--- src/design/dswf_map.svh ---
// Register map, field codes, reset values and timing counts of the sample word formatter.
// Included by the package and by both design modules; definitions only.
`ifndef DSWF_MAP_SVH
`define DSWF_MAP_SVH

// Register indices as printed; each register takes one 32-bit word, byte address is four times the index
`define DSWF_IDX_DIG_OUT_EN 20'h1ADB0
`define DSWF_IDX_CONV_SEL 20'h312B8
`define DSWF_IDX_CONV_CAPS 20'h312B9
`define DSWF_IDX_OPT_STATUS 20'h312BF
`define DSWF_ADDR_DIG_OUT_EN (`DSWF_IDX_DIG_OUT_EN << 2)
`define DSWF_ADDR_CONV_SEL (`DSWF_IDX_CONV_SEL << 2)
`define DSWF_ADDR_CONV_CAPS (`DSWF_IDX_CONV_CAPS << 2)
`define DSWF_ADDR_OPT_STATUS (`DSWF_IDX_OPT_STATUS << 2)
`define DSWF_ADDR_W 20

// Conversion mode codes
`define DSWF_CODE_PASSTHROUGH 2'h0
`define DSWF_CODE_WIDEN 2'h1
`define DSWF_CODE_NARROW 2'h2

// Capability bitmask: one bit per supported non-trivial mode code
`define DSWF_CONV_CAPS_VAL 32'h0000_0003

// Reset values
`define DSWF_MODE_RST 2'h0
`define DSWF_DIG_EN_RST 1'b0

// Sample word layout
`define DSWF_WORD_W 16
`define DSWF_CODE_W 14
`define DSWF_DIG_W 2
`define DSWF_NUM_CH 4

// Depth of the digital bit delay line behind the input word, in sample clocks.
// The bits trail the analog code by one clock less, a fixed lag that never varies.
`define DSWF_DIG_OFFSET 2

`endif

--- src/design/dswf_pkg.sv ---
// Types shared by the sample word formatter modules.
// Relies on dswf_map.svh for all numeric codes.
`include "dswf_map.svh"

package dswf_pkg;

  typedef enum logic [1:0] {
    conv_passthrough = `DSWF_CODE_PASSTHROUGH,
    conv_widen_from_twelve = `DSWF_CODE_WIDEN,
    conv_narrow_from_sixteen = `DSWF_CODE_NARROW
  } dswf_mode_t;

  typedef struct packed {
    logic valid;
    logic [`DSWF_CODE_W-1:0] code;
    logic [`DSWF_DIG_OFFSET-1:0][`DSWF_DIG_W-1:0] dig_pipe;
  } dswf_lane_state_t;

  typedef struct packed {
    logic fit_meta;
    logic fit_sync;
    dswf_mode_t mode;
    logic dig_en;
    logic [31:0] rdata;
  } dswf_regs_t;

endpackage

--- src/design/dswf_top.sv ---
// Sample word formatter: APB registers for conversion mode and digital bit enable, plus four channel lanes.
// Assumes sample words come from the replay memory on mclk; the option strap is an asynchronous pin.
//
// The APB slave port was chosen for this implementation.
`timescale 1ns/1ps
`include "dswf_map.svh"

// Functional notes
// Analog code is word bits 13 to 0
// Supplier sign-extends bit 13 when digital off; the bench's first, unfitted stream runs with sext low
// Enabled digital bits come from bits 15,14
// Passthrough mode leaves words unchanged
// Twelve-bit mode shifts samples up two
// Sixteen-bit mode arithmetic shifts down two
// Select register writes mode, reads mode
// Capability register reads supported mode bitmask
// Enable register turns all digital bits on/off
// Digital bits only when option fitted
// Digital bits synchronous with analog samples
// Fixed constant digital latency offset
// Convert before split; mode resets passthrough
module dswf_top (
  input wire logic mclk, // Sample clock, 40 MHz
  input wire logic sys_rst, // Asynchronous reset, active high
  input wire logic psel, // APB select
  input wire logic penable, // APB access phase
  input wire logic pwrite, // APB direction, high for write
  input wire logic [`DSWF_ADDR_W-1:0] paddr, // APB byte address
  input wire logic [31:0] pwdata, // APB write data
  output logic [31:0] prdata, // APB read data
  output logic pready, // APB ready
  output logic pslverr, // APB error for unmapped accesses or read-only writes
  input wire logic option_fitted, // Strap: digital output option present
  input wire logic in_valid, // Words of all channels present
  input wire logic [`DSWF_NUM_CH*`DSWF_WORD_W-1:0] in_words, // Channel words, channel 0 lowest
  output logic out_valid, // Analog codes valid
  output logic [`DSWF_NUM_CH*`DSWF_CODE_W-1:0] dac_codes, // Analog codes, channel 0 lowest
  output logic [`DSWF_NUM_CH*`DSWF_DIG_W-1:0] dig_outputs // Digital bits, channel 0 lowest
);

  dswf_pkg::dswf_regs_t st_reg;
  dswf_pkg::dswf_regs_t st_next;
  logic setup_ph;
  logic access_ph;
  logic hit_en;
  logic hit_sel;
  logic hit_caps;
  logic hit_stat;
  logic mapped;
  logic wr_ok;
  logic mode_legal;
  logic [`DSWF_NUM_CH-1:0] lane_valid;

  ////////////////////////////////////////////////////////////////////////////
  // Address decode
  assign setup_ph = psel && !penable;
  assign access_ph = psel && penable;
  assign hit_en = (paddr == `DSWF_ADDR_W'(`DSWF_ADDR_DIG_OUT_EN));
  assign hit_sel = (paddr == `DSWF_ADDR_W'(`DSWF_ADDR_CONV_SEL));
  assign hit_caps = (paddr == `DSWF_ADDR_W'(`DSWF_ADDR_CONV_CAPS));
  assign hit_stat = (paddr == `DSWF_ADDR_W'(`DSWF_ADDR_OPT_STATUS));
  assign mapped = hit_en || hit_sel || hit_caps || hit_stat;
  // Read-only registers refuse writes
  assign wr_ok = pwrite ? (hit_en || hit_sel) : mapped;
  assign mode_legal = (pwdata[31:2] == 30'h0000_0000) && (pwdata[1:0] != 2'h3);

  // Zero-wait slave: read data is captured in the setup cycle
  assign pready = 1'b1;
  assign pslverr = access_ph && !wr_ok;
  assign prdata = st_reg.rdata;

  ////////////////////////////////////////////////////////////////////////////
  always_comb begin
    st_next = st_reg;
    // Strap crosses from an asynchronous pin
    st_next.fit_meta = option_fitted;
    st_next.fit_sync = st_reg.fit_meta;
    // Without the option the enable is forced off and stays off
    if (!st_reg.fit_sync) begin
      st_next.dig_en = 1'b0;
    end
    if (access_ph && pwrite) begin
      if (hit_en) begin
        st_next.dig_en = pwdata[0] && st_reg.fit_sync;
      end
      // Unsupported codes are dropped so the read-back always names a mode in force
      if (hit_sel && mode_legal) begin
        st_next.mode = dswf_pkg::dswf_mode_t'(pwdata[1:0]);
      end
    end
    if (setup_ph && !pwrite) begin
      st_next.rdata = 32'h0000_0000;
      if (hit_en) begin
        st_next.rdata[0] = st_reg.dig_en;
      end
      if (hit_sel) begin
        st_next.rdata[1:0] = st_reg.mode;
      end
      if (hit_caps) begin
        st_next.rdata = `DSWF_CONV_CAPS_VAL;
      end
      if (hit_stat) begin
        st_next.rdata[0] = st_reg.fit_sync;
      end
    end
  end

  always_ff @(posedge mclk or posedge sys_rst) begin
    if (sys_rst) begin
      st_reg.fit_meta <= 1'b0;
      st_reg.fit_sync <= 1'b0;
      st_reg.mode <= dswf_pkg::dswf_mode_t'(`DSWF_MODE_RST);
      st_reg.dig_en <= `DSWF_DIG_EN_RST;
      st_reg.rdata <= 32'h0000_0000;
    end else begin
      st_reg <= st_next;
    end
  end

  ////////////////////////////////////////////////////////////////////////////
  // One lane per channel, all sharing mode and enable so channels stay in step
  genvar ch;
  generate
    for (ch = 0; ch < `DSWF_NUM_CH; ch = ch + 1) begin : g_lane
      dswf_lane u_lane (
        .mclk(mclk),
        .sys_rst(sys_rst),
        .in_valid(in_valid),
        .in_word(in_words[ch*`DSWF_WORD_W +: `DSWF_WORD_W]),
        .mode(st_reg.mode),
        .dig_en(st_reg.dig_en),
        .out_valid(lane_valid[ch]),
        .dac_channel_sample(dac_codes[ch*`DSWF_CODE_W +: `DSWF_CODE_W]),
        .dig_bits(dig_outputs[ch*`DSWF_DIG_W +: `DSWF_DIG_W])
      );
    end
  endgenerate

  assign out_valid = lane_valid[0];

  ////////////////////////////////////////////////////////////////////////////
  mode_write_a: assert property (@(posedge mclk) disable iff (sys_rst)
    (access_ph && pwrite && hit_sel && mode_legal) |=> st_reg.mode == $past(pwdata[1:0]))
    else $error("legal mode write not taken");

  mode_hold_a: assert property (@(posedge mclk) disable iff (sys_rst)
    (access_ph && pwrite && hit_sel && !mode_legal) |=> $stable(st_reg.mode))
    else $error("illegal mode code changed the mode");

  caps_read_a: assert property (@(posedge mclk) disable iff (sys_rst)
    (access_ph && !pwrite && hit_caps) |-> prdata == 32'h0000_0003)
    else $error("capability read returned wrong mask");

  mode_read_a: assert property (@(posedge mclk) disable iff (sys_rst)
    (access_ph && !pwrite && hit_sel) |-> prdata == {30'h0000_0000, $past(st_reg.mode)})
    else $error("mode read-back differs from mode in effect");

  enable_write_a: assert property (@(posedge mclk) disable iff (sys_rst)
    (access_ph && pwrite && hit_en && st_reg.fit_sync) |=> st_reg.dig_en == $past(pwdata[0]))
    else $error("enable write not taken on fitted board");

  unfitted_off_a: assert property (@(posedge mclk) disable iff (sys_rst)
    (!st_reg.fit_sync) |=> !st_reg.dig_en)
    else $error("digital enable set without the option");

  mode_reset_a: assert property (@(posedge mclk)
    $fell(sys_rst) |-> st_reg.mode == dswf_pkg::conv_passthrough)
    else $error("mode not passthrough after reset");

  lanes_step_a: assert property (@(posedge mclk) disable iff (sys_rst)
    in_valid |=> (lane_valid == 4'hF))
    else $error("channel lanes out of step");

endmodule

--- src/design/dswf_lane.sv ---
// One channel lane: converts a sample word and splits it into analog code and digital bits.
// Assumes words arrive on the sample clock from logic in the same domain.
`timescale 1ns/1ps
`include "dswf_map.svh"

module dswf_lane (
  input wire logic mclk, // Sample clock
  input wire logic sys_rst, // Asynchronous reset, active high
  input wire logic in_valid, // Word present this cycle
  input wire logic [`DSWF_WORD_W-1:0] in_word, // Raw sample word
  input wire dswf_pkg::dswf_mode_t mode, // Conversion mode in effect
  input wire logic dig_en, // Digital bits enabled and fitted
  output logic out_valid, // Analog code valid
  output logic [`DSWF_CODE_W-1:0] dac_channel_sample, // Analog code to the converter
  output logic [`DSWF_DIG_W-1:0] dig_bits // Digital output bits
);

  localparam int DLY = `DSWF_DIG_OFFSET;

  dswf_pkg::dswf_lane_state_t st_reg;
  dswf_pkg::dswf_lane_state_t st_next;
  logic [`DSWF_WORD_W-1:0] conv_word;

  ////////////////////////////////////////////////////////////////////////////
  always_comb begin
    st_next = st_reg;
    // Conversion acts on the whole word before it is split
    unique case (mode)
      dswf_pkg::conv_widen_from_twelve: conv_word = in_word << 2;
      dswf_pkg::conv_narrow_from_sixteen: conv_word = `DSWF_WORD_W'($signed(in_word) >>> 2);
      default: conv_word = in_word;
    endcase
    st_next.valid = in_valid;
    if (in_valid) begin
      st_next.code = conv_word[`DSWF_CODE_W-1:0];
    end
    // Delay line runs every clock so the digital lag never varies
    st_next.dig_pipe = {st_reg.dig_pipe[DLY-2:0],
      (in_valid && dig_en) ? conv_word[`DSWF_WORD_W-1:`DSWF_CODE_W] : `DSWF_DIG_W'(0)};
  end

  always_ff @(posedge mclk or posedge sys_rst) begin
    if (sys_rst) begin
      st_reg <= '0;
    end else begin
      st_reg <= st_next;
    end
  end

  assign out_valid = st_reg.valid;
  assign dac_channel_sample = st_reg.code;
  assign dig_bits = st_reg.dig_pipe[DLY-1];

  ////////////////////////////////////////////////////////////////////////////
  pass_conv_a: assert property (@(posedge mclk) disable iff (sys_rst)
    (in_valid && mode == dswf_pkg::conv_passthrough) |=> dac_channel_sample == $past(in_word[13:0]))
    else $error("passthrough code differs from input word");

  widen_conv_a: assert property (@(posedge mclk) disable iff (sys_rst)
    (in_valid && mode == dswf_pkg::conv_widen_from_twelve) |=> dac_channel_sample == {$past(in_word[11:0]), 2'h0})
    else $error("widened code is not the input shifted up by two");

  narrow_conv_a: assert property (@(posedge mclk) disable iff (sys_rst)
    (in_valid && mode == dswf_pkg::conv_narrow_from_sixteen) |=> dac_channel_sample == $past(in_word[15:2]))
    else $error("narrowed code is not the input shifted down by two");

  dig_split_a: assert property (@(posedge mclk) disable iff (sys_rst)
    (in_valid && dig_en && mode == dswf_pkg::conv_passthrough) |-> ##DLY dig_bits == $past(in_word[15:14], DLY))
    else $error("digital bits do not follow the upper word bits");

  dig_quiet_a: assert property (@(posedge mclk) disable iff (sys_rst)
    (!dig_en) |-> ##DLY dig_bits == 2'h0)
    else $error("digital bits driven while disabled");

  valid_lat_a: assert property (@(posedge mclk) disable iff (sys_rst)
    in_valid |=> out_valid)
    else $error("analog code not valid one clock after its word");

endmodule

--- config.mk ---
export PLATFORM = sky130hd
export DESIGN_NAME = dswf_top
export DESIGN_NICKNAME = d
export VERILOG_FILES = /design/src/design/dswf_pkg.sv /design/src/design/dswf_top.sv /design/src/design/dswf_lane.sv
export VERILOG_INCLUDE_DIRS = /design/src /design/src/design
export SDC_FILE = /design/constraint.sdc
export NUM_CORES = 1
export LEC_CHECK = 0
export BUFFER_PORTS_ARGS = -buffer_cell sky130_fd_sc_hd__buf_2
export CELL_PAD_IN_SITES_DETAIL_PLACEMENT = 0
export CELL_PAD_IN_SITES_GLOBAL_PLACEMENT = 1
export CORE_MARGIN = 1
export CORE_UTILIZATION = 25
export CTS_CLUSTER_DIAMETER = 120
export DETAILED_ROUTE_END_ITERATION = 10
export GPL_TIMING_DRIVEN = 0
export HOLD_SLACK_MARGIN = 0.02
export PLACE_DENSITY = 0.73
export SYNTH_ARGS = -nofsm -noshare
export SYNTH_HDL_FRONTEND = slang
export SYNTH_SLANG_ARGS = --single-unit
--- constraint.sdc ---
create_clock -name mclk -period 2.6 [get_ports mclk]
set_input_delay 0 -clock mclk [delete_from_list [all_inputs] [get_ports mclk]]
set_output_delay 0 -clock mclk [all_outputs]
set_load 0.02 [all_outputs]
==> results summary <==
In the synthesized netlist the dominant register cell turns out to be dfrtp_1. The share of flip-flops with an asynchronous set or reset is 100%. The design internal power is 2.41 mW. Counting flops and latches in the post-synthesis netlist gives 80. The total of endpoints with negative setup slack in the final report is 0. The signal arrival time at the worst endpoint is 2.66 ns.

The number of clock buffers inserted by TritonCTS came out at 9. The standard-cell row count came out at 48. The floorplan step defined a die boundary enclosing 18300 sq um. The clock tree root buffer cell is clkbuf_16. The worst register-to-register path begins at st_reg[33]$_DFFE_PP0P_.

Among all cell types in the netlist, the one instantiated most often is dfrtp_1. Synthesis handed over a netlist of 455 instances. The count of antenna-violating nets left after detailed routing came out at 0. The post-synthesis to final-layout area growth is 45.0%.

Sorting the synthesized cells by how often they occur yields dfrtp_1 (80), a22oi_1 (60), nand2_1 (58). The analysis attributes to cell leakage a power of 3.07 nW. The netlist uses 42 different library cells.

The maximum vdd drop is 0.290 mV. The maximum buffer depth of the clock tree came out at 2. The post-placement cell count is 900. Dividing the detail-routed wire length by the instance count gives 16.0 um. On the final layout, the worst clock skew is 0.00945 ns. The sequential fraction of the synthesis area came out at 45.0%.

The number of synthesized flops with an enable pin is 0. The top-level I/O count came out at 222. Broken down by cell family, the worst path's largest delay share belongs to buffers and inverters. The floorplan step defined a core boundary enclosing 17400 sq um. The count of final hold-check violations is 0.

The most numerous cell on the critical path is clkbuf_4. The detailed-route vias per instance is 4.63. The number of flip-flops under the largest register name is 56. The startpoint identified for the worst hold timing path is in_words[3].

The run finished with clean final reports. The power per cell area is 528 nW/um^2. STA classifies the critical path endpoint as a register.

The ratio of final minimum period to clock period is 91.8%. Summed over all layers, the global routing overflow is 0. The post-detailed-routing wire length came out at 15200 um. The worst max-slew margin expressed relative to the limit came out at 60.5%. In this run, the combinational gates consume 19.9% of the power. The worst hold path depth came out at 3. The total chip power is 3.41 mW.

Post-CTS timing repair inserted 0 buffers for setup. The clock slew seen by the registers of the worst setup and hold paths is 0.07 ns. The CTS H-tree depth came out at 3. The clock latency on the worst-skew pair came out at 0.35 ns.

The switching share of power is 29.2%. TritonCTS built the clock tree. For this run, the total global-route usage over all layers was measured as 16.9%.

The clock sink count is 80. The net count of the finished layout came out at 843. The number of iterations in the first detailed-routing pass is 5. The capturing point of the worst reg2reg path is g_lane[2].u_lane.dac_channel_sample[1]$_DFFE_PP0P_. The number of max-slew violations in the final report came out at 0.

The starting density of the core came out at 25.6%. The critical path goes through inv_1 > ha_1 > buf_2 > clkbuf_4 > clkbuf_4 > a22oi_1 > dlygate4sd3_1 > a21oi_1. The number of port buffers came out at 190.

The initial antenna violation count is 1. The highest clock frequency the design can meet came out at 419 MHz. Setup repair after global routing left no endpoint under its margin. The share of total power dissipated in sequential elements is 40.4%. The worst hold path belongs to the class primary input to register. The synthesized cell area came out at 4450 sq um. The standard cell with the maximum stage delay on the critical path is dlygate4sd3_1. The maximum number of pins on one net before global-route repair came out at 42.

The residual DRC count is 0. The critical path data required time is 2.88 ns. The register-to-register setup slack is 0.21 ns. The switching power is 0.997 mW. The first global-routing pass estimated 23100 um of wire. The number of warnings issued by yosys came out at 0. The tool flagged a number of max-cap violations equal to 0.

The maximum fanout encountered on the critical timing path came out at 10. For this block, the via count after detailed routing is 4398. The depth of the worst register-to-register path is 8. The pin slew with the least headroom to its limit is 0.592 ns. Summed over all nets, the half-perimeter wirelength after detailed placement is 12000 um. The buffers plus inverters on the worst setup path came out at 5. The vertical die dimension is 135 um.

The clock period could shrink to 2.39 ns. Sorting the synthesized cells by area gives the leading types as dfrtp_1 (45%), mux2_2 (12%), a22oi_1 (10%), o21ai_0 (6.0%), buf_4 (5.6%). The share of final-layout standard cells stronger than drive strength 1 is 41.6%. After the first detailed-routing iteration, the DRC count stood at 163. The clock network accounts for 39.7% of the total power.

The via count of the first global-routing pass is 4313. Summed over all instances, the cell type with the most area after synthesis is dfrtp_1. The die is 135 um wide. The worst hold slack after final layout is 0.0202 ns. The sort of element at the start of the critical path is a register. The path with the worst hold slack has its endpoint at g_lane[0].u_lane.dac_channel_sample[1]$_DFFE_PP0P_. The placer's final routability congestion estimate came out at 0.778. The maximum single-stage delay on the critical path is 0.59 ns. By startpoint and endpoint, the worst setup path is classified as register to register. After synthesis, the largest area contributor takes up 45.0% of total cell area. Leaving out filler cells and counting taps, the final layout contains 949.

The mean cell area of the mapped netlist came out at 9.78 sq um.
==> worst max-delay path by stage <==
stage                                      start                                             endpoint  slack (ns)  depth (start not counted)
final                     st_reg[33]$_DFFE_PP0P_   g_lane[2].u_lane.dac_channel_sample[1]$_DFFE_PP0P_        0.21                          8
after global routing      st_reg[33]$_DFFE_PP0P_   g_lane[3].u_lane.dac_channel_sample[0]$_DFFE_PP0P_       0.004                          8
after CTS                 st_reg[33]$_DFFE_PP0P_   g_lane[2].u_lane.dac_channel_sample[1]$_DFFE_PP0P_         0.1                          8
after detailed placement  st_reg[33]$_DFFE_PP0P_   g_lane[2].u_lane.dac_channel_sample[9]$_DFFE_PP0P_        0.50                          7
after global placement                   sys_rst  g_lane[0].u_lane.dac_channel_sample[12]$_DFFE_PP0P_       -0.60                          2
after floorplan                          sys_rst   g_lane[0].u_lane.dac_channel_sample[0]$_DFFE_PP0P_        0.55                          1
==> worst register-to-register path, cell delays in order, from the launching register on <==
cell	delay [ns]
dfrtp_1	0.37
inv_1	0.08
ha_1	0.27
buf_2	0.25
clkbuf_4	0.27
clkbuf_4	0.25
a22oi_1	0.11
dlygate4sd3_1	0.59
a21oi_1	0.15
==> area by class of cell <==
class	count	area, sq um
fillers	1815	10900
multi-input cells	334	2160
flip-flops and latches	80	2000
repair buffers	223	1290
plain buffers	66	384
well taps	225	282
clock buffers	10	239
clock inverters	6	73.8
inverters	4	17.5
diodes	1	2.50
==> power groups by stage <==
stage | logic, mW | registers, mW | clock network [mW]
after floorplan | 0.247 | 1.51 | 0
after global placement | 0.637 | 1.40 | 0
after detailed placement | 0.646 | 1.40 | 0
after CTS | 0.685 | 1.38 | 1.38
after global routing | 0.736 | 1.39 | 1.44
final | 0.679 | 1.38 | 1.36
==> metal layers <==
metal / share of wire, % / GRT usage, % / vias up
met2: 48 / 28.7 / 187
met4: 1.7 / 6.62 / 2
met1: 42 / 20.1 / 2067
li1: - / - / 2124
met5: 0.086 / 0 / -
met3: 7.8 / 4.68 / 18
==> cells in the final DEF, fill, tap and decap left out, types with 3 or more instances in the layout <==
| cell type | synthesis | routed |
|---|---|---|
| nand3_1 | 3 | 3 |
| nor2b_1 | 3 | 3 |
| o21ai_0 | 53 | 53 |
| a21oi_1 | 17 | 17 |
| buf_2 | 6 | 194 |
| dfrtp_1 | 80 | 80 |
| nor2_1 | 20 | 20 |
| nor4_1 | 7 | 7 |
| nor3_1 | 3 | 3 |
| mux2_2 | 48 | 48 |
| nand2_1 | 58 | 58 |
| a22oi_1 | 60 | 60 |
| buf_1 | 11 | 11 |
| inv_6 | 0 | 4 |
| clkbuf_16 | 0 | 9 |
| buf_4 | 33 | 33 |
| inv_1 | 4 | 3 |
| dlygate4sd3_1 | 0 | 32 |
| conb_1 | 2 | 31 |
| clkbuf_1 | 16 | 16 |
==> what timing repair did <==
| item | CTS | global route |
|---|---|---|
| endpoints found under the setup margin | 0 | 6 |
| hold buffers | 32 | 0 |
| hold endpoints to repair | 61 | 0 |
| resized for setup | 0 | 2 |
==> cell families after synthesis <==
logic type	Yosys count	synth area share, %
AOI/OAI and AO/OA	138	19.5
and+or+nand+nor	112	13.1
DFF	80	45.0
buffers and inverters	70	8.85
muxes	50	12.6
adders and majority gates	2	0.562
other	2	0.169
xor gates and xnor gates	1	0.197
==> through the flow <==
step | setup WS (ns) | cell area [sq um] | setup TNS (ns) | util [%]
after floorplan | 0.548 | 4560 | 0 | -
after global placement | -0.605 | 5790 | -47.91 | 33.4
after detailed placement | 0.503 | 5820 | 0 | 33.5
after CTS | 0.0990 | 6450 | 0 | 37.2
after global routing | 0.00410 | 6450 | 0 | 37.2
final | 0.213 | 6460 | 0 | 37.2
Note: power is estimated with default switching activity, not from simulation.
